**src/logic/ewic_pkg.sv**
```systemverilog
// constants, register map and types of the edge/wakeup interrupt controller
// assumes one 100 MHz clock; one cpu state equals one clock cycle
package ewic_pkg;

   // ****************************************************************
   // source counts
   // ****************************************************************
   localparam int NUM_WAKE   = 8;
   localparam int NUM_PIN    = 5;
   localparam int NUM_PERIPH = 20;
   localparam int PERIPH_SPLIT = 10;

   // ****************************************************************
   // register byte offsets
   // ****************************************************************
   localparam logic [7:0] OFS_WAKE_FLAG = 8'h00;
   localparam logic [7:0] OFS_REQ_ONE   = 8'h04;
   localparam logic [7:0] OFS_REQ_TWO   = 8'h08;
   localparam logic [7:0] OFS_EN_ONE    = 8'h0c;
   localparam logic [7:0] OFS_EN_TWO    = 8'h10;
   localparam logic [7:0] OFS_EDGE_SEL  = 8'h14;
   localparam logic [7:0] OFS_PFN_ONE   = 8'h18;
   localparam logic [7:0] OFS_PFN_TWO   = 8'h1c;
   localparam logic [7:0] OFS_PFN_FIVE  = 8'h20;
   localparam logic [7:0] OFS_CCR       = 8'h24;
   localparam logic [7:0] OFS_STATUS    = 8'h28;

   // ****************************************************************
   // field positions and reset values
   // ****************************************************************
   localparam int PERIPH_LSB_ONE = 8;
   localparam int WAKE_EN_BIT    = 5;
   localparam int CCR_MASK_BIT   = 7;
   localparam logic       CCR_MASK_RESET = 1'b1;
   localparam logic [4:0] PIN_ON_PFN_TWO = 5'h11;
   localparam logic [7:0] FLAG_RESET     = 8'h00;

   // ****************************************************************
   // vector numbers
   // ****************************************************************
   localparam int VEC_PIN_BASE    = 4;
   localparam int VEC_WAKE        = 9;
   localparam int VEC_PERIPH_BASE = 10;
   localparam int VEC_PERIPH_SPAN = 11;
   localparam int VEC_MAX         = 20;

   // ****************************************************************
   // exception entry timing, in states
   // ****************************************************************
   localparam int STACK_STATES  = 4;
   localparam int VFETCH_STATES = 2;
   localparam int IFETCH_STATES = 4;
   localparam int INTPRC_STATES = 4;
   localparam logic [2:0] STACK_LAST  = 3'(STACK_STATES - 1);
   localparam logic [2:0] VFETCH_LAST = 3'(VFETCH_STATES - 1);
   localparam logic [2:0] IFETCH_LAST = 3'(IFETCH_STATES - 1);
   localparam logic [2:0] INTPRC_LAST = 3'(INTPRC_STATES - 1);

   typedef enum logic [5:0] {
      ST_IDLE   = 6'h01,
      ST_WAIT   = 6'h02,
      ST_STACK  = 6'h04,
      ST_VFETCH = 6'h08,
      ST_IFETCH = 6'h10,
      ST_INTPRC = 6'h20
   } ewic_state_t;

endpackage : ewic_pkg

```
**src/logic/ewic_ctrl.sv**
```systemverilog
// edge/wakeup interrupt controller with exception entry sequencer
// assumes an ahb-lite master, synchronous pins and a cpu core that
// reports instruction completion and accepts stack and fetch strobes
//
// Summary of operation
// - wake pin falling edge sets its flag
// - wake enable bit gates all wake flags
// - mask bit set blocks acceptance, requests stay
// - all wake sources share vector nine
// - polarity bit selects rising or falling edge
// - selected edge sets pin request flag
// - per pin enable bit blocks its request
// - pins use vectors four to eight, pin0 first
// - peripheral requests set flags in two registers
// - per peripheral enable bit blocks its request
// - peripheral vectors span ten to twenty
// - highest priority pending request is selected
// - accept only while mask bit is zero
// - stack next pc and ccr after instruction
// - accepting sets the mask bit
// - fetch vector then start the handler
// - entry state counts four, two, four, four
// - colliding request still runs after clear
// - word stack address even, restore even byte
// - pin function switch may set pin flag
// - wake function switch while low sets flag
// - clear right after function write ignored
// - acceptance leaves request flag set
// - flags only clear on written zero
//
// The register addresses and register access over AHB-Lite were left to the implementer.
`timescale 1ns/1ps
`default_nettype none

module ewic_ctrl
   import ewic_pkg::*;
#(
   parameter int PC_W = 16
)(
   input  wire logic               CLK,
   input  wire logic               RST_B,
   input  wire logic               HSEL,
   input  wire logic [31:0]        HADDR,
   input  wire logic [1:0]         HTRANS,
   input  wire logic               HWRITE,
   input  wire logic [2:0]         HSIZE,
   input  wire logic [31:0]        HWDATA,
   input  wire logic               HREADY,
   output logic      [31:0]        HRDATA,
   output logic                    HREADYOUT,
   output logic                    HRESP,
   input  wire logic [NUM_WAKE-1:0]   WAKE_PIN,
   input  wire logic [NUM_PIN-1:0]    EDGE_REQUEST_PIN,
   input  wire logic [NUM_PERIPH-1:0] PERIPH_REQ,
   input  wire logic               INSN_DONE,
   input  wire logic [PC_W-1:0]    NEXT_PC,
   input  wire logic [PC_W-1:0]    STACK_PTR,
   input  wire logic [PC_W-1:0]    VEC_DATA,
   input  wire logic               RETURN_STB,
   input  wire logic [15:0]        RETURN_CCR_WORD,
   output logic                    MASK,
   output logic                    EXC_BUSY,
   output logic                    STACK_WE,
   output logic      [PC_W-1:0]    STACK_ADDR,
   output logic      [PC_W-1:0]    STACK_WDATA,
   output logic                    VEC_RD,
   output logic      [PC_W-1:0]    VEC_ADDR,
   output logic                    IFETCH,
   output logic                    HANDLER_START,
   output logic      [PC_W-1:0]    HANDLER_PC
);

   // ****************************************************************
   // elaboration checks and helpers
   // ****************************************************************
   if (PC_W < 16)
   begin : g_bad_pc_w
      $error("PC_W must be at least 16");
   end

   function automatic int periph_vec(input int idx);
      return VEC_PERIPH_BASE + (idx * VEC_PERIPH_SPAN) / NUM_PERIPH;
   endfunction : periph_vec

   // ****************************************************************
   // declarations
   // ****************************************************************
   logic [7:0]            dp_ofs;
   logic                  dp_write;
   logic                  dp_first;
   logic                  wr_fire;
   logic                  pf_recent;
   logic                  clr_ok;
   logic [7:0]            wake_flag;
   logic [NUM_PIN-1:0]    pin_flag;
   logic [NUM_PERIPH-1:0] periph_flag;
   logic [NUM_PIN-1:0]    pin_en;
   logic                  wake_en;
   logic [NUM_PERIPH-1:0] periph_en;
   logic [NUM_PIN-1:0]    edge_pol;
   logic [7:0]            pfn_one;
   logic [7:0]            pfn_two;
   logic [7:0]            pfn_five;
   logic [NUM_WAKE-1:0]   wake_eff;
   logic [NUM_WAKE-1:0]   wake_prev;
   logic [NUM_WAKE-1:0]   wake_set;
   logic [NUM_PIN-1:0]    pin_eff;
   logic [NUM_PIN-1:0]    pin_prev;
   logic [NUM_PIN-1:0]    pin_set;
   logic [VEC_MAX:0]      vreq;
   logic [4:0]            sel_vec;
   logic                  sel_valid;
   logic                  accept;
   logic [31:0]           rd_mux;
   ewic_state_t           state;
   logic [2:0]            cnt;
   logic                  ccr_saved;

   // ****************************************************************
   // ahb-lite slave: one wait state per transfer, always okay
   // ****************************************************************
   always_ff @(posedge CLK or negedge RST_B)
   begin
      if (!RST_B)
      begin
         dp_first <= 1'b0;
         dp_write <= 1'b0;
         dp_ofs   <= 8'h00;
      end
      else if (HSEL && HTRANS[1] && HREADY)
      begin
         dp_first <= 1'b1;
         dp_write <= HWRITE;
         dp_ofs   <= HADDR[7:0];
      end
      else
      begin
         dp_first <= 1'b0;
      end
   end

   assign HREADYOUT = ~dp_first;
   assign HRESP     = 1'b0;
   assign wr_fire   = dp_first & dp_write;
   assign clr_ok    = ~pf_recent;

   always_comb
   begin
      rd_mux = 32'h0000_0000;
      unique case (dp_ofs)
         OFS_WAKE_FLAG: rd_mux[7:0] = wake_flag;
         OFS_REQ_ONE:
         begin
            rd_mux[NUM_PIN-1:0] = pin_flag;
            rd_mux[PERIPH_LSB_ONE +: PERIPH_SPLIT] =
               periph_flag[PERIPH_SPLIT-1:0];
         end
         OFS_REQ_TWO:
            rd_mux[PERIPH_SPLIT-1:0] =
               periph_flag[NUM_PERIPH-1:PERIPH_SPLIT];
         OFS_EN_ONE:
         begin
            rd_mux[NUM_PIN-1:0] = pin_en;
            rd_mux[WAKE_EN_BIT] = wake_en;
            rd_mux[PERIPH_LSB_ONE +: PERIPH_SPLIT] =
               periph_en[PERIPH_SPLIT-1:0];
         end
         OFS_EN_TWO:
            rd_mux[PERIPH_SPLIT-1:0] =
               periph_en[NUM_PERIPH-1:PERIPH_SPLIT];
         OFS_EDGE_SEL:  rd_mux[NUM_PIN-1:0] = edge_pol;
         OFS_PFN_ONE:   rd_mux[7:0] = pfn_one;
         OFS_PFN_TWO:   rd_mux[7:0] = pfn_two;
         OFS_PFN_FIVE:  rd_mux[7:0] = pfn_five;
         OFS_CCR:       rd_mux[CCR_MASK_BIT] = MASK;
         OFS_STATUS:
         begin
            rd_mux[4:0]  = sel_vec;
            rd_mux[8]    = sel_valid;
            rd_mux[21:16] = state;
         end
         default:       rd_mux = 32'h0000_0000;
      endcase
   end

   always_ff @(posedge CLK or negedge RST_B)
   begin
      if (!RST_B)
         HRDATA <= 32'h0000_0000;
      else if (dp_first && !dp_write)
         HRDATA <= rd_mux;
   end

   // ****************************************************************
   // control registers
   // ****************************************************************
   always_ff @(posedge CLK or negedge RST_B)
   begin
      if (!RST_B)
      begin
         pin_en    <= '0;
         wake_en   <= 1'b0;
         periph_en <= '0;
         edge_pol  <= '0;
         pfn_one   <= 8'h00;
         pfn_two   <= 8'h00;
         pfn_five  <= 8'h00;
      end
      else if (wr_fire)
      begin
         unique case (dp_ofs)
            OFS_EN_ONE:
            begin
               pin_en  <= HWDATA[NUM_PIN-1:0];
               wake_en <= HWDATA[WAKE_EN_BIT];
               periph_en[PERIPH_SPLIT-1:0] <=
                  HWDATA[PERIPH_LSB_ONE +: PERIPH_SPLIT];
            end
            OFS_EN_TWO:
               periph_en[NUM_PERIPH-1:PERIPH_SPLIT] <=
                  HWDATA[PERIPH_SPLIT-1:0];
            OFS_EDGE_SEL: edge_pol <= HWDATA[NUM_PIN-1:0];
            OFS_PFN_ONE:  pfn_one  <= HWDATA[7:0];
            OFS_PFN_TWO:  pfn_two  <= HWDATA[7:0];
            OFS_PFN_FIVE: pfn_five <= HWDATA[7:0];
            default:      pfn_five <= pfn_five;
         endcase
      end
   end

   // flag write right after a pin function write is swallowed
   always_ff @(posedge CLK or negedge RST_B)
   begin
      if (!RST_B)
         pf_recent <= 1'b0;
      else if (wr_fire)
         pf_recent <= (dp_ofs == OFS_PFN_ONE) || (dp_ofs == OFS_PFN_TWO) ||
                      (dp_ofs == OFS_PFN_FIVE);
   end

   // ****************************************************************
   // pin edge detection
   // ****************************************************************
   // a pin not in its request function reads as high, so a function
   // switch while low looks like an edge
   genvar gi;
   for (gi = 0; gi < NUM_WAKE; gi++)
   begin : g_wake
      assign wake_eff[gi] = pfn_five[gi] ? WAKE_PIN[gi] : 1'b1;
      assign wake_set[gi] = wake_prev[gi] & ~wake_eff[gi];
   end

   for (gi = 0; gi < NUM_PIN; gi++)
   begin : g_pin
      assign pin_eff[gi] = (PIN_ON_PFN_TWO[gi] ? pfn_two[gi] : pfn_one[gi])
                           ? EDGE_REQUEST_PIN[gi] : 1'b1;
      assign pin_set[gi] = edge_pol[gi]
                           ? (~pin_prev[gi] & pin_eff[gi])
                           : (pin_prev[gi] & ~pin_eff[gi]);
   end

   always_ff @(posedge CLK or negedge RST_B)
   begin
      if (!RST_B)
      begin
         wake_prev <= '1;
         pin_prev  <= '1;
      end
      else
      begin
         wake_prev <= wake_eff;
         pin_prev  <= pin_eff;
      end
   end

   // ****************************************************************
   // request flags: set wins over a written zero
   // ****************************************************************
   always_ff @(posedge CLK or negedge RST_B)
   begin
      if (!RST_B)
         wake_flag <= FLAG_RESET;
      else if (wr_fire && clr_ok && dp_ofs == OFS_WAKE_FLAG)
         wake_flag <= (wake_flag & HWDATA[7:0]) | wake_set;
      else
         wake_flag <= wake_flag | wake_set;
   end

   always_ff @(posedge CLK or negedge RST_B)
   begin
      if (!RST_B)
         pin_flag <= '0;
      else if (wr_fire && clr_ok && dp_ofs == OFS_REQ_ONE)
         pin_flag <= (pin_flag & HWDATA[NUM_PIN-1:0]) | pin_set;
      else
         pin_flag <= pin_flag | pin_set;
   end

   always_ff @(posedge CLK or negedge RST_B)
   begin
      if (!RST_B)
         periph_flag <= '0;
      else if (wr_fire && clr_ok && dp_ofs == OFS_REQ_ONE)
         periph_flag <= PERIPH_REQ | (periph_flag &
            {{(NUM_PERIPH-PERIPH_SPLIT){1'b1}},
             HWDATA[PERIPH_LSB_ONE +: PERIPH_SPLIT]});
      else if (wr_fire && clr_ok && dp_ofs == OFS_REQ_TWO)
         periph_flag <= PERIPH_REQ | (periph_flag &
            {HWDATA[PERIPH_SPLIT-1:0], {PERIPH_SPLIT{1'b1}}});
      else
         periph_flag <= periph_flag | PERIPH_REQ;
   end

   // ****************************************************************
   // priority selection, lowest vector number wins
   // ****************************************************************
   always_comb
   begin
      vreq = '0;
      for (int i = 0; i < NUM_PIN; i++)
         vreq[VEC_PIN_BASE + i] = pin_flag[i] & pin_en[i];
      vreq[VEC_WAKE] = wake_en & (|wake_flag);
      for (int i = 0; i < NUM_PERIPH; i++)
         if (periph_flag[i] && periph_en[i])
            vreq[periph_vec(i)] = 1'b1;
   end

   always_comb
   begin
      sel_vec   = 5'h00;
      sel_valid = 1'b0;
      for (int v = VEC_MAX; v >= 0; v--)
         if (vreq[v])
         begin
            sel_vec   = 5'(v);
            sel_valid = 1'b1;
         end
   end

   assign accept = (state == ST_IDLE) && sel_valid && !MASK;

   // ****************************************************************
   // global mask bit
   // ****************************************************************
   always_ff @(posedge CLK or negedge RST_B)
   begin
      if (!RST_B)
         MASK <= CCR_MASK_RESET;
      else if (accept)
         MASK <= 1'b1;
      else if (RETURN_STB)
         MASK <= RETURN_CCR_WORD[8 + CCR_MASK_BIT];
      else if (wr_fire && dp_ofs == OFS_CCR)
         MASK <= HWDATA[CCR_MASK_BIT];
   end

   // ****************************************************************
   // exception entry sequencer
   // ****************************************************************
   always_ff @(posedge CLK or negedge RST_B)
   begin
      if (!RST_B)
      begin
         state <= ST_IDLE;
         cnt   <= 3'h0;
      end
      else
      begin
         cnt <= cnt + 3'h1;
         unique case (state)
            ST_IDLE:
               if (accept)
                  state <= ST_WAIT;
            ST_WAIT:
            begin
               cnt <= 3'h0;
               if (INSN_DONE)
                  state <= ST_STACK;
            end
            ST_STACK:
               if (cnt == STACK_LAST)
               begin
                  cnt   <= 3'h0;
                  state <= ST_VFETCH;
               end
            ST_VFETCH:
               if (cnt == VFETCH_LAST)
               begin
                  cnt   <= 3'h0;
                  state <= ST_IFETCH;
               end
            ST_IFETCH:
               if (cnt == IFETCH_LAST)
               begin
                  cnt   <= 3'h0;
                  state <= ST_INTPRC;
               end
            ST_INTPRC:
               if (cnt == INTPRC_LAST)
                  state <= ST_IDLE;
         endcase
      end
   end

   always_ff @(posedge CLK or negedge RST_B)
   begin
      if (!RST_B)
      begin
         ccr_saved <= 1'b0;
         VEC_ADDR  <= '0;
      end
      else if (accept)
      begin
         ccr_saved <= MASK;
         VEC_ADDR  <= PC_W'({sel_vec, 1'b0});
      end
   end

   always_ff @(posedge CLK or negedge RST_B)
   begin
      if (!RST_B)
      begin
         STACK_ADDR  <= '0;
         STACK_WDATA <= '0;
      end
      else if (state == ST_WAIT && INSN_DONE)
      begin
         STACK_ADDR  <= {STACK_PTR[PC_W-1:1], 1'b0} - PC_W'(2);
         STACK_WDATA <= NEXT_PC;
      end
      else if (state == ST_STACK && cnt == 3'h1)
      begin
         STACK_ADDR  <= STACK_ADDR - PC_W'(2);
         STACK_WDATA <= PC_W'({2{ccr_saved, 7'h00}});
      end
   end

   always_ff @(posedge CLK or negedge RST_B)
   begin
      if (!RST_B)
      begin
         HANDLER_PC    <= '0;
         HANDLER_START <= 1'b0;
      end
      else
      begin
         if (state == ST_VFETCH && cnt == VFETCH_LAST)
            HANDLER_PC <= VEC_DATA;
         HANDLER_START <= (state == ST_INTPRC) && (cnt == INTPRC_LAST);
      end
   end

   assign EXC_BUSY = (state != ST_IDLE);
   assign STACK_WE = (state == ST_STACK) && !cnt[0];
   assign VEC_RD   = (state == ST_VFETCH);
   assign IFETCH   = (state == ST_IFETCH);

endmodule : ewic_ctrl

`default_nettype wire

```
**config.mk**
```make
export PLATFORM = sky130hd
export DESIGN_NAME = ewic_ctrl
export DESIGN_NICKNAME = d
export VERILOG_FILES = /design/src/logic/ewic_pkg.sv /design/src/logic/ewic_ctrl.sv
export SDC_FILE = /design/constraint.sdc
export NUM_CORES = 1
export LEC_CHECK = 0
export BUFFER_PORTS_ARGS = -buffer_cell sky130_fd_sc_hd__buf_4
export CAP_MARGIN = 20
export CORE_UTILIZATION = 40
export CTS_CLUSTER_SIZE = 24
export DETAILED_ROUTE_END_ITERATION = 6
export PLACE_DENSITY = 0.71
export SYNTH_ARGS = -nofsm -noshare
export SYNTH_HDL_FRONTEND = slang
export SYNTH_SLANG_ARGS = --single-unit
```
**constraint.sdc**
```tcl
create_clock -name CLK -period 3.75 [get_ports CLK]
set_input_delay 1.125 -clock CLK [delete_from_list [all_inputs] [get_ports CLK]]
set_output_delay 1.125 -clock CLK [all_outputs]
set_load 0.05 [all_outputs]
```
==> results by group, run 1 <==
Finish
  • Non-Filler Instances: around 1400
  • Filler cell count in the final layout: around 2100
  • Nets: around 1300
  • Ant. Diodes: 0
  • Fin util: between 50% and 60%
  • Area grow syn2layout: 23.9%
  • Share of cells above drive strength 1: ~33%

Place
  • Placed Cells: roughly 1400
  • Global placer's final weighted congestion: between 0.8 and 0.9
  • I/O Buffers: between 150 and 200
  • Worst slack at placement: between 200 and 250 ps
  • Dpl hpwl: around 20000 um

Detailed routing
  • 1st-pass router iterations: 6
  • DR iter-0 viols: about 560
  • Detail Route Antenna Nets: 0
  • Vias: just under 8000
  • DRC: 0
  • DR vias/cell: 5.41
  • Post-Route WL: about 26000 um
  • WL/cell: around 19 um

Logic synthesis
  • Seq/Total Area, Yosys: around half
  • #FFs+latches synth: around 200
  • Most frequent cells after synthesis: dfrtp_1 (183), nand2_1 (101), o21ai_0 (91)
  • YS warnings: 0
  • Async S/R FF share, synth: 100%
  • Main synth FF type: dfrtp_1
  • Yosys top cell area share: between 40% and 50%
  • Area leader, netlist: dfrtp_1
  • Ranking of synthesized cells by area: dfrtp_1 (47%), mux2_2 (10%), o21ai_0 (4.7%), dfstp_2 (4.1%), nand2_1 (3.9%)
  • Avg Cell Area, Syn: between 10 and 15 um2
  • Top-count cell post-synth: dfrtp_1
  • Cell Area, Synth: about 9700 um2
  • Cell variety after synth: 74
  • Number of flops mapped to enable cells by yosys: 0
  • Synthesized instance count: around 900

STA
  • Min cycle time layout: a little over 3000 ps
  • Setup violations, final: 0
  • Fin. Hold Viols: 0
  • Hold Worst Slack: roughly 460 ps
  • Maximum achievable frequency: 327 MHz
  • Rel. slew slack: approximately 40%
  • Worst Slack Setup Final: 690 ps
  • Tcrit/Tclk final: about 82%
  • Setup TNS: 0 ps
  • Clock Skews: about 14 ps
  • Tightest Pin Transition: between 800 and 900 ps
  • RSZ-0062 raised after global routing: no
  • Final Max Slew Viols: 0

Power and ir drop
  • Clock share of power: ~25%
  • Max VDD drop: around 340 uV
  • PwrDens: ~620 nW/um2
  • P_int: roughly 0.0044 W
  • Logic pwr share: a little under two fifths
  • P_leak: roughly 5.3 nW
  • Switch share: between 40 and 50%
  • Register share of total power: a little under two fifths
  • Psw: 0.00307 W

Setup path
  • Worst path bufs/invs: 0
  • WP data arrival: about 3400 ps
  • Startpoint Class: flip-flop
  • Worst Path Max Fanout: 10
  • WP data required: around 4000 ps
  • Crit Path Category: reg -> reg
  • Worst path most repeated cell: mux2i_1
  • Slowest-stage cell, CP: dfrtp_1
  • Reg2Reg Depth: 10
  • Instance count on the critical path: 10
  • Max incr delay on CP: 500 ps
  • Crit path cell chain: nor2_1 > nand4_2 > mux2i_1 > ha_1 > nor3b_1 > nand3_1 > mux2_4 > nor4_1 > xnor2_1 > mux2i_1
  • Setup crit end kind: flip-flop
  • Crit-path leading delay family: simple AND/OR/NAND/NOR gates

Floorplanning
  • IO Pins: about 280
  • Chip width: roughly 160 um
  • Core region area: 23600 um2
  • Die area: ~25000 um2
  • Site Rows: between 50 and 60
  • Die Y: 158 um
  • Initial Util: approximately 40%

Clock tree
  • TritonCTS buffer count: 17
  • CTS tree: built
  • H-tree Lvls: 4
  • # hold bufs at CTS: 0
  • Reg clk slew, reported paths: 80 ps
  • Sink Count: a little under 200
  • Max clock buf depth: 2
  • Post-CTS Setup Bufs: 0
  • Clock latency on the worst-skew pair: 450 ps
  • CTS Root Cell: clkbuf_16
  • Cts repair resizes: 0

Hold path
  • HP Class: reg -> reg
  • Hold path depth: 1

Global routing
  • Via count of the first global-routing pass: roughly 7400
  • Initial antenna violation count: 0
  • First-pass GRT wire length: just over 40000 um
  • Gr usage total: a little over a fifth
  • Gr ovfl total: 0
  • Largest net degree at the start of global routing: 87

Status
  • Outcome: finished clean

Job
  • Total of max-cap violations: 0
cell families (layout without fill, tap and decap cells):
family	count (synthesis)	count (layout)	share of synthesized area, %
AOI/OAI and AO/OA	195	195	12.5
other	1	23	0.0387
buffers and inverters	76	254	4.05
xor gates and xnor gates	24	24	2.17
DFF	198	198	51.3
muxes	118	118	13.8
adders and majority gates	5	5	0.645
and+or+nand+nor	290	290	15.5
cell usage in the layout (no fill, tap or decap), types with 5 or more instances in the layout:
cell | synthesis | routed
buf_4 | 23 | 202
dfrtp_1 | 183 | 183
nand2_1 | 101 | 101
o21ai_0 | 91 | 91
mux2_2 | 86 | 86
nor2_1 | 50 | 50
nand2b_1 | 34 | 34
a21oi_1 | 27 | 27
mux2i_1 | 26 | 26
conb_1 | 1 | 23
nand3_1 | 19 | 19
nor3_1 | 18 | 18
inv_1 | 17 | 17
clkbuf_16 | 0 | 17
dfstp_2 | 15 | 15
a22oi_1 | 14 | 14
xor2_1 | 12 | 12
xnor2_1 | 12 | 12
o31ai_1 | 10 | 10
nor4_1 | 9 | 9
o211ai_1 | 9 | 9
a22o_1 | 8 | 8
and3_1 | 6 | 6
and2_1 | 6 | 6
nand3b_1 | 6 | 6
ha_1 | 5 | 5
final timing paths:
path                        startpoint              to  slack (ps)
min in group asynchronous        RST_B  HANDLER_PC[11]         720
max reg2reg                   state[2]  STACK_ADDR[15]         690
min                        pfn_five[7]    wake_prev[7]         460
min reg2reg                pfn_five[7]    wake_prev[7]         460
max                           state[2]  STACK_ADDR[15]         690
max in group asynchronous        RST_B    wake_prev[1]        2190
state kept, by name, indices dropped and copies added (netlist names), 3 cells and up:
name and flops:
HRDATA 22, periph_en 20, periph_flag 20, HANDLER_PC 16, STACK_WDATA 16, STACK_ADDR 15
dp_ofs 8, pfn_five 8, pfn_one 8, pfn_two 8, wake_flag 8, wake_prev 8
state 6, VEC_ADDR 5, edge_pol 5, pin_en 5, pin_flag 5, pin_prev 5
cnt 3
power by group through the flow:
stage	Combinational, W	Clock (W)	Sequential, W
global route	0.00299	0.00199	0.00290
global placement	0.00275	0	0.00287
detailed placement	0.00278	0	0.00289
floorplan	0.00113	0	0.00367
CTS	0.00279	0.00191	0.00285
finish	0.00278	0.00186	0.00285
metrics by stage:
stage | power, W | instance area, um2
after floorplan | 0.00480 | 9780
after global placement | 0.00562 | 11400
after detailed placement | 0.00567 | 11400
after CTS | 0.00755 | 12000
after global routing | 0.00788 | 12000
final | 0.00749 | 12000
area by class of cell:
| cell class | count | area [um2] | share of cell area (%) |
|---|---|---|---|
| sequential | 198 | 4970 | 41.4 |
| clock buffer | 18 | 439 | 3.65 |
| multi-input combinational | 655 | 4410 | 36.7 |
| tap | 319 | 399 | 3.32 |
| timing repair buffer | 205 | 1570 | 13.1 |
| clock inverter | 14 | 159 | 1.32 |
| inverter | 17 | 63.8 | 0.531 |
routing by layer:
metal  GRT usage, %  part of all wire [%]  vias up
li1               -                     -     3599
met1           27.1                    42     3777
met2           36.1                    48      295
met3           5.26                   7.3       42
met4           7.21                   2.3        0
met5              0                     0        -
Note: power is estimated with default switching activity, not from simulation.
==> inputs of run 2 (changes only) <==
Clock period 3.75 ns to 2.85 ns, I/O delays scaled along.
==> results by group, run 2 (synthesized netlist as in run 1, its figures left out) <==
Status
  • Outcome: finished clean

Floorplanning
  • Chip width: approximately 160 um
  • IO Pins: about 280
  • Initial Util: 41.1%
  • Core region area: about 24000 um2
  • Die Y: about 160 um
  • Site Rows: 56
  • Die area: 24900 um2

Finish
  • Share of cells above drive strength 1: 34.7%
  • Post-route cell area: approximately 12000 um2
  • Largest register FFs: 22
  • Top flop regs: HRDATA x22, periph_en x20, periph_flag x20
  • Most common cell after layout, fill and taps aside: buf_4
  • Largest register by flop count: HRDATA
  • Nets: ~1300
  • Commonest cells after routing, fill and taps aside: buf_4 (224), dfrtp_1 (183), nand2_1 (101)
  • Area grow syn2layout: 26.5%
  • Fin util: slightly above 50%

Global routing
  • Via count of the first global-routing pass: 7688
  • Gr usage total: between 20 and 25%
  • Initial antenna violation count: 1
  • Largest net degree at the start of global routing: between 60 and 70
  • Gr ovfl total: 0
  • First-pass GRT wire length: roughly 42000 um

Detailed routing
  • DR iter-0 viols: between 600 and 700
  • Post-Route WL: approximately 27000 um
  • DR vias/cell: ~5.4
  • Detail Route Antenna Nets: 0
  • Vias: roughly 7800
  • 1st-pass router iterations: 6
  • WL/cell: roughly 18 um
  • DRC: 0

STA
  • Final Max Slew Viols: 0
  • Maximum achievable frequency: 372 MHz
  • Rel. slew slack: between 40% and 50%
  • Min cycle time layout: 2690 ps
  • Clock Skews: roughly 12 ps
  • Setup violations, final: 0
  • Worst Slack Setup Final: about 160 ps
  • RSZ-0062 raised after global routing: no
  • Tightest Pin Transition: roughly 810 ps
  • Tcrit/Tclk final: between 90% and 100%
  • Fin. Hold Viols: 0

Place
  • I/O Buffers: around 200
  • Dpl hpwl: 20000 um
  • Global placer's final weighted congestion: 0.938
  • Worst slack at placement: between 30 and 40 ps
  • Placed inst area: around 12000 um2

Setup path
  • Crit path cell chain: buf_4 > nor4_1 > nand2_1 > inv_1 > buf_4
  • Reg2reg start: state[1]
  • Worst Path Max Fanout: 9
  • Setup crit end kind: output pin
  • Beginning of the critical path: state[2]
  • CP endpoint: IFETCH
  • Reg2Reg Depth: 10
  • Startpoint Class: flip-flop
  • Worst path most repeated cell: buf_4
  • Slowest-stage cell, CP: dfrtp_1
  • Crit Path Category: reg -> out
  • R2R Setup Slk: around 230 ps
  • Max incr delay on CP: 400 ps
  • WP data arrival: about 1800 ps
  • Reg-to-Reg End: STACK_ADDR[15]
  • WP data required: approximately 2000 ps

Power and ir drop
  • Max VDD drop: approximately 450 uV
  • Overall power: ~0.01 W
  • P_leak: between 5 and 6 nW
  • PwrDens: ~800 nW/um2

Job
  • Total of max-cap violations: 0

Clock tree
  • Sink Count: between 150 and 200
  • Clock latency on the worst-skew pair: ~440 ps
  • TritonCTS buffer count: 17
  • Max clock buf depth: 2
  • Reg clk slew, reported paths: approximately 70 ps
  • CTS tree: built
  • CTS Root Cell: clkbuf_16
  • H-tree Lvls: 4
  • # hold bufs at CTS: 0

Hold path
  • HP Class: in -> async
[run 2: cell types whose count changed in the layout (fill, tap and decap cells not counted), moves of 3 or more]
| cell | delta |
|---|---|
| nor3_2 | +3 |
| buf_4 | +22 |
| inv_8 | -3 |
| nor3_1 | -3 |
[run 2: final cells by class]
cell class / count / area, um2
well taps: 319 / 399
diodes: 1 / 2.50
flip-flops and latches: 198 / 4970
inverters: 17 / 63.8
clock buffers: 17 / 425
clock inverters: 15 / 168
fillers: 2156 / 11300
repair buffers: 227 / 1740
multi-input cells: 655 / 4500
[run 2: per-stage QoR]
step                      std cells  hold slack, ps  TNS (ps)
after global routing           1449             421         0
after detailed placement       1416             454         0
after floorplan                 929             408     -58.9
final                          1449             392         0
after CTS                      1448             407         0
after global placement         1416             440         0
[run 2: report_power, final]
part	total (W)	switching, W	internal (W)
clock network	0.00248	0.00116	0.00132
logic	0.00381	0.00248	0.00133
registers	0.00375	0.000467	0.00329
total	0.0100	0.00410	0.00594
[run 2: how the worst min path moves through the flow]
stage,start,endpoint,slack [ps],cells past startpoint
5_1_grt,RST_B,HANDLER_START,420,1
3_3_place_gp,pfn_five[7],wake_prev[7],440,1
2_1_floorplan,pfn_five[3],wake_prev[3],410,1
4_1_cts,RST_B,state[2],410,1
3_5_place_dp,pfn_five[6],wake_prev[6],450,1
6_report,RST_B,state[2],390,1
[run 2: timing repair]
action	in CTS	in global routing
setup buffers	0	0
gates resized for setup	0	2
setup endpoints to repair	0	3
[run 2: routing by layer]
metal  GRT usage, %  wire length (um)  part of all wire [%]  vias to the layer above
li1               -                 -                     -                     3641
met1           27.7             11200                    42                     3815
met2           37.9             13100                    49                      313
met3           4.35              1800                   6.7                       33
met4           6.93               465                   1.7                        0
met5              0                 0                     0                        -
[run 2: critical path, delay by kind of cell, from the launching register on]
kind                   cells  cell delay [ps]
buffers and inverters      3              460
and+or+nand+nor            2              540
DFF                        1              400
==> inputs of run 3 (changes only) <==
Settings changed: CORE_MARGIN set to 3.
==> results by group, run 3 (synthesized netlist as in run 1, its figures left out) <==
Status
  • Outcome: finished clean

Place
  • Placed Cells: 1410
  • Global placer's final weighted congestion: 0.889
  • Dpl hpwl: around 20000 um
  • Placed inst area: roughly 12000 um2
  • I/O Buffers: approximately 200

Setup path
  • WP data arrival: approximately 1900 ps
  • Startpoint Class: flip-flop
  • WP data required: roughly 2000 ps
  • Crit Path Category: reg -> out
  • Setup crit end kind: output pin
  • Worst Path Max Fanout: 8

STA
  • Fin. Hold Viols: 0
  • Tcrit/Tclk final: a little over nine tenths
  • Setup violations, final: 0
  • Rel. slew slack: 44.3%
  • RSZ-0062 raised after global routing: no
  • Maximum achievable frequency: 368 MHz
  • Min cycle time layout: around 2700 ps
  • Clock Skews: ~15 ps
  • Tightest Pin Transition: slightly above 800 ps
  • Final Max Slew Viols: 0

Detailed routing
  • WL/cell: between 15 and 20 um
  • DRC: 0
  • DR vias/cell: around 5.4
  • Detail Route Antenna Nets: 0
  • DR iter-0 viols: 613
  • Post-Route WL: between 20000 and 30000 um
  • Vias: roughly 7800
  • 1st-pass router iterations: 6

Clock tree
  • Sink Count: 198
  • Reg clk slew, reported paths: approximately 70 ps
  • Clock latency on the worst-skew pair: 440 ps
  • H-tree Lvls: 4
  • CTS Root Cell: clkbuf_16
  • Cts repair resizes: 0
  • CTS tree: built
  • # hold bufs at CTS: 0
  • Max clock buf depth: 2
  • Post-CTS Setup Bufs: 0
  • TritonCTS buffer count: 17

Power and ir drop
  • PwrDens: around 810 nW/um2
  • P_leak: 5.42 nW
  • Max VDD drop: approximately 500 uV

Finish
  • Non-Filler Instances: about 1400
  • Largest register FFs: 22
  • Fin util: 51.5%
  • Nets: roughly 1300
  • Ant. Diodes: 0
  • Filler cell count in the final layout: around 2100
  • Most common cell after layout, fill and taps aside: buf_4
  • Commonest cells after routing, fill and taps aside: buf_4 (217), dfrtp_1 (183), nand2_1 (101)
  • Largest register by flop count: HRDATA
  • Post-route cell area: about 12000 um2
  • Top flop regs: HRDATA x22, periph_en x20, periph_flag x20
  • Share of cells above drive strength 1: about a third
  • Area grow syn2layout: 25.8%

Hold path
  • HP Class: in -> async

Floorplanning
  • Site Rows: between 50 and 60
  • Initial Util: between 40% and 50%
  • Die area: around 26000 um2
  • Die Y: ~160 um
  • IO Pins: around 280
  • Chip width: approximately 160 um
  • Core region area: 23700 um2

Global routing
  • Gr ovfl total: 0
  • Gr usage total: about a fifth
  • Initial antenna violation count: 0
  • Via count of the first global-routing pass: roughly 7700
  • First-pass GRT wire length: about 42000 um
  • Largest net degree at the start of global routing: between 50 and 60

Job
  • Total of max-cap violations: 0
==> run 3: worst paths after layout <==
path | startpoint | to | slack, ps | cells past startpoint
min reg2reg | pfn_five[6] | wake_prev[6] | 460 | 1
max | state[4] | STACK_WE | 130 | 5
max in group asynchronous | RST_B | wake_prev[3] | 1720 | 2
min in group CLK | pfn_five[6] | wake_prev[6] | 460 | 1
max reg2reg | state[3] | STACK_ADDR[11] | 240 | 10
min | RST_B | STACK_WDATA[15] | 380 | 1
==> run 3: area by class of cell <==
class / instances / area (um2) / area share (%)
Multi-Input combinational cell: 655 / 4500 / 36.9
Inverter: 17 / 63.8 / 0.523
Sequential cell: 198 / 4970 / 40.8
Clock buffer: 20 / 437 / 3.58
Tap cell: 319 / 399 / 3.27
Timing Repair Buffer: 221 / 1700 / 14.0
Clock inverter: 12 / 121 / 0.995
==> run 3: routing by layer <==
metal / track usage (%) / share of wire (%) / vias up
li1: - / - / 3612
met1: 27.1 / 42 / 3810
met2: 34.1 / 48 / 318
met3: 4.46 / 7.5 / 24
met4: 5.66 / 1.7 / 0
met5: 0 / 0 / -
==> run 3: where the power goes <==
group          total, W  internal (W)  switching (W)
Combinational   0.00383       0.00134        0.00249
Clock           0.00235       0.00123        0.00112
Sequential      0.00374       0.00329       0.000454
Total           0.00992       0.00585        0.00406
==> run 3: metrics by stage <==
step	TNS (ps)	hold slack, ps	total power, W	worst slack (ps)
detailed placement	0	461	0.00762	19.2
floorplan	-58.9	408	0.00639	-35.2
global route	0	403	0.0104	7.85
global placement	0	451	0.00752	120
finish	0	377	0.00992	130
CTS	0	388	0.00997	111
==> run 3: critical path, cell delays in order (launching register included) <==
cell	delay (ps)
dfrtp_1	490
nor2_4	180
buf_4	150
nand4b_1	230
nor2_1	160
buf_4	210
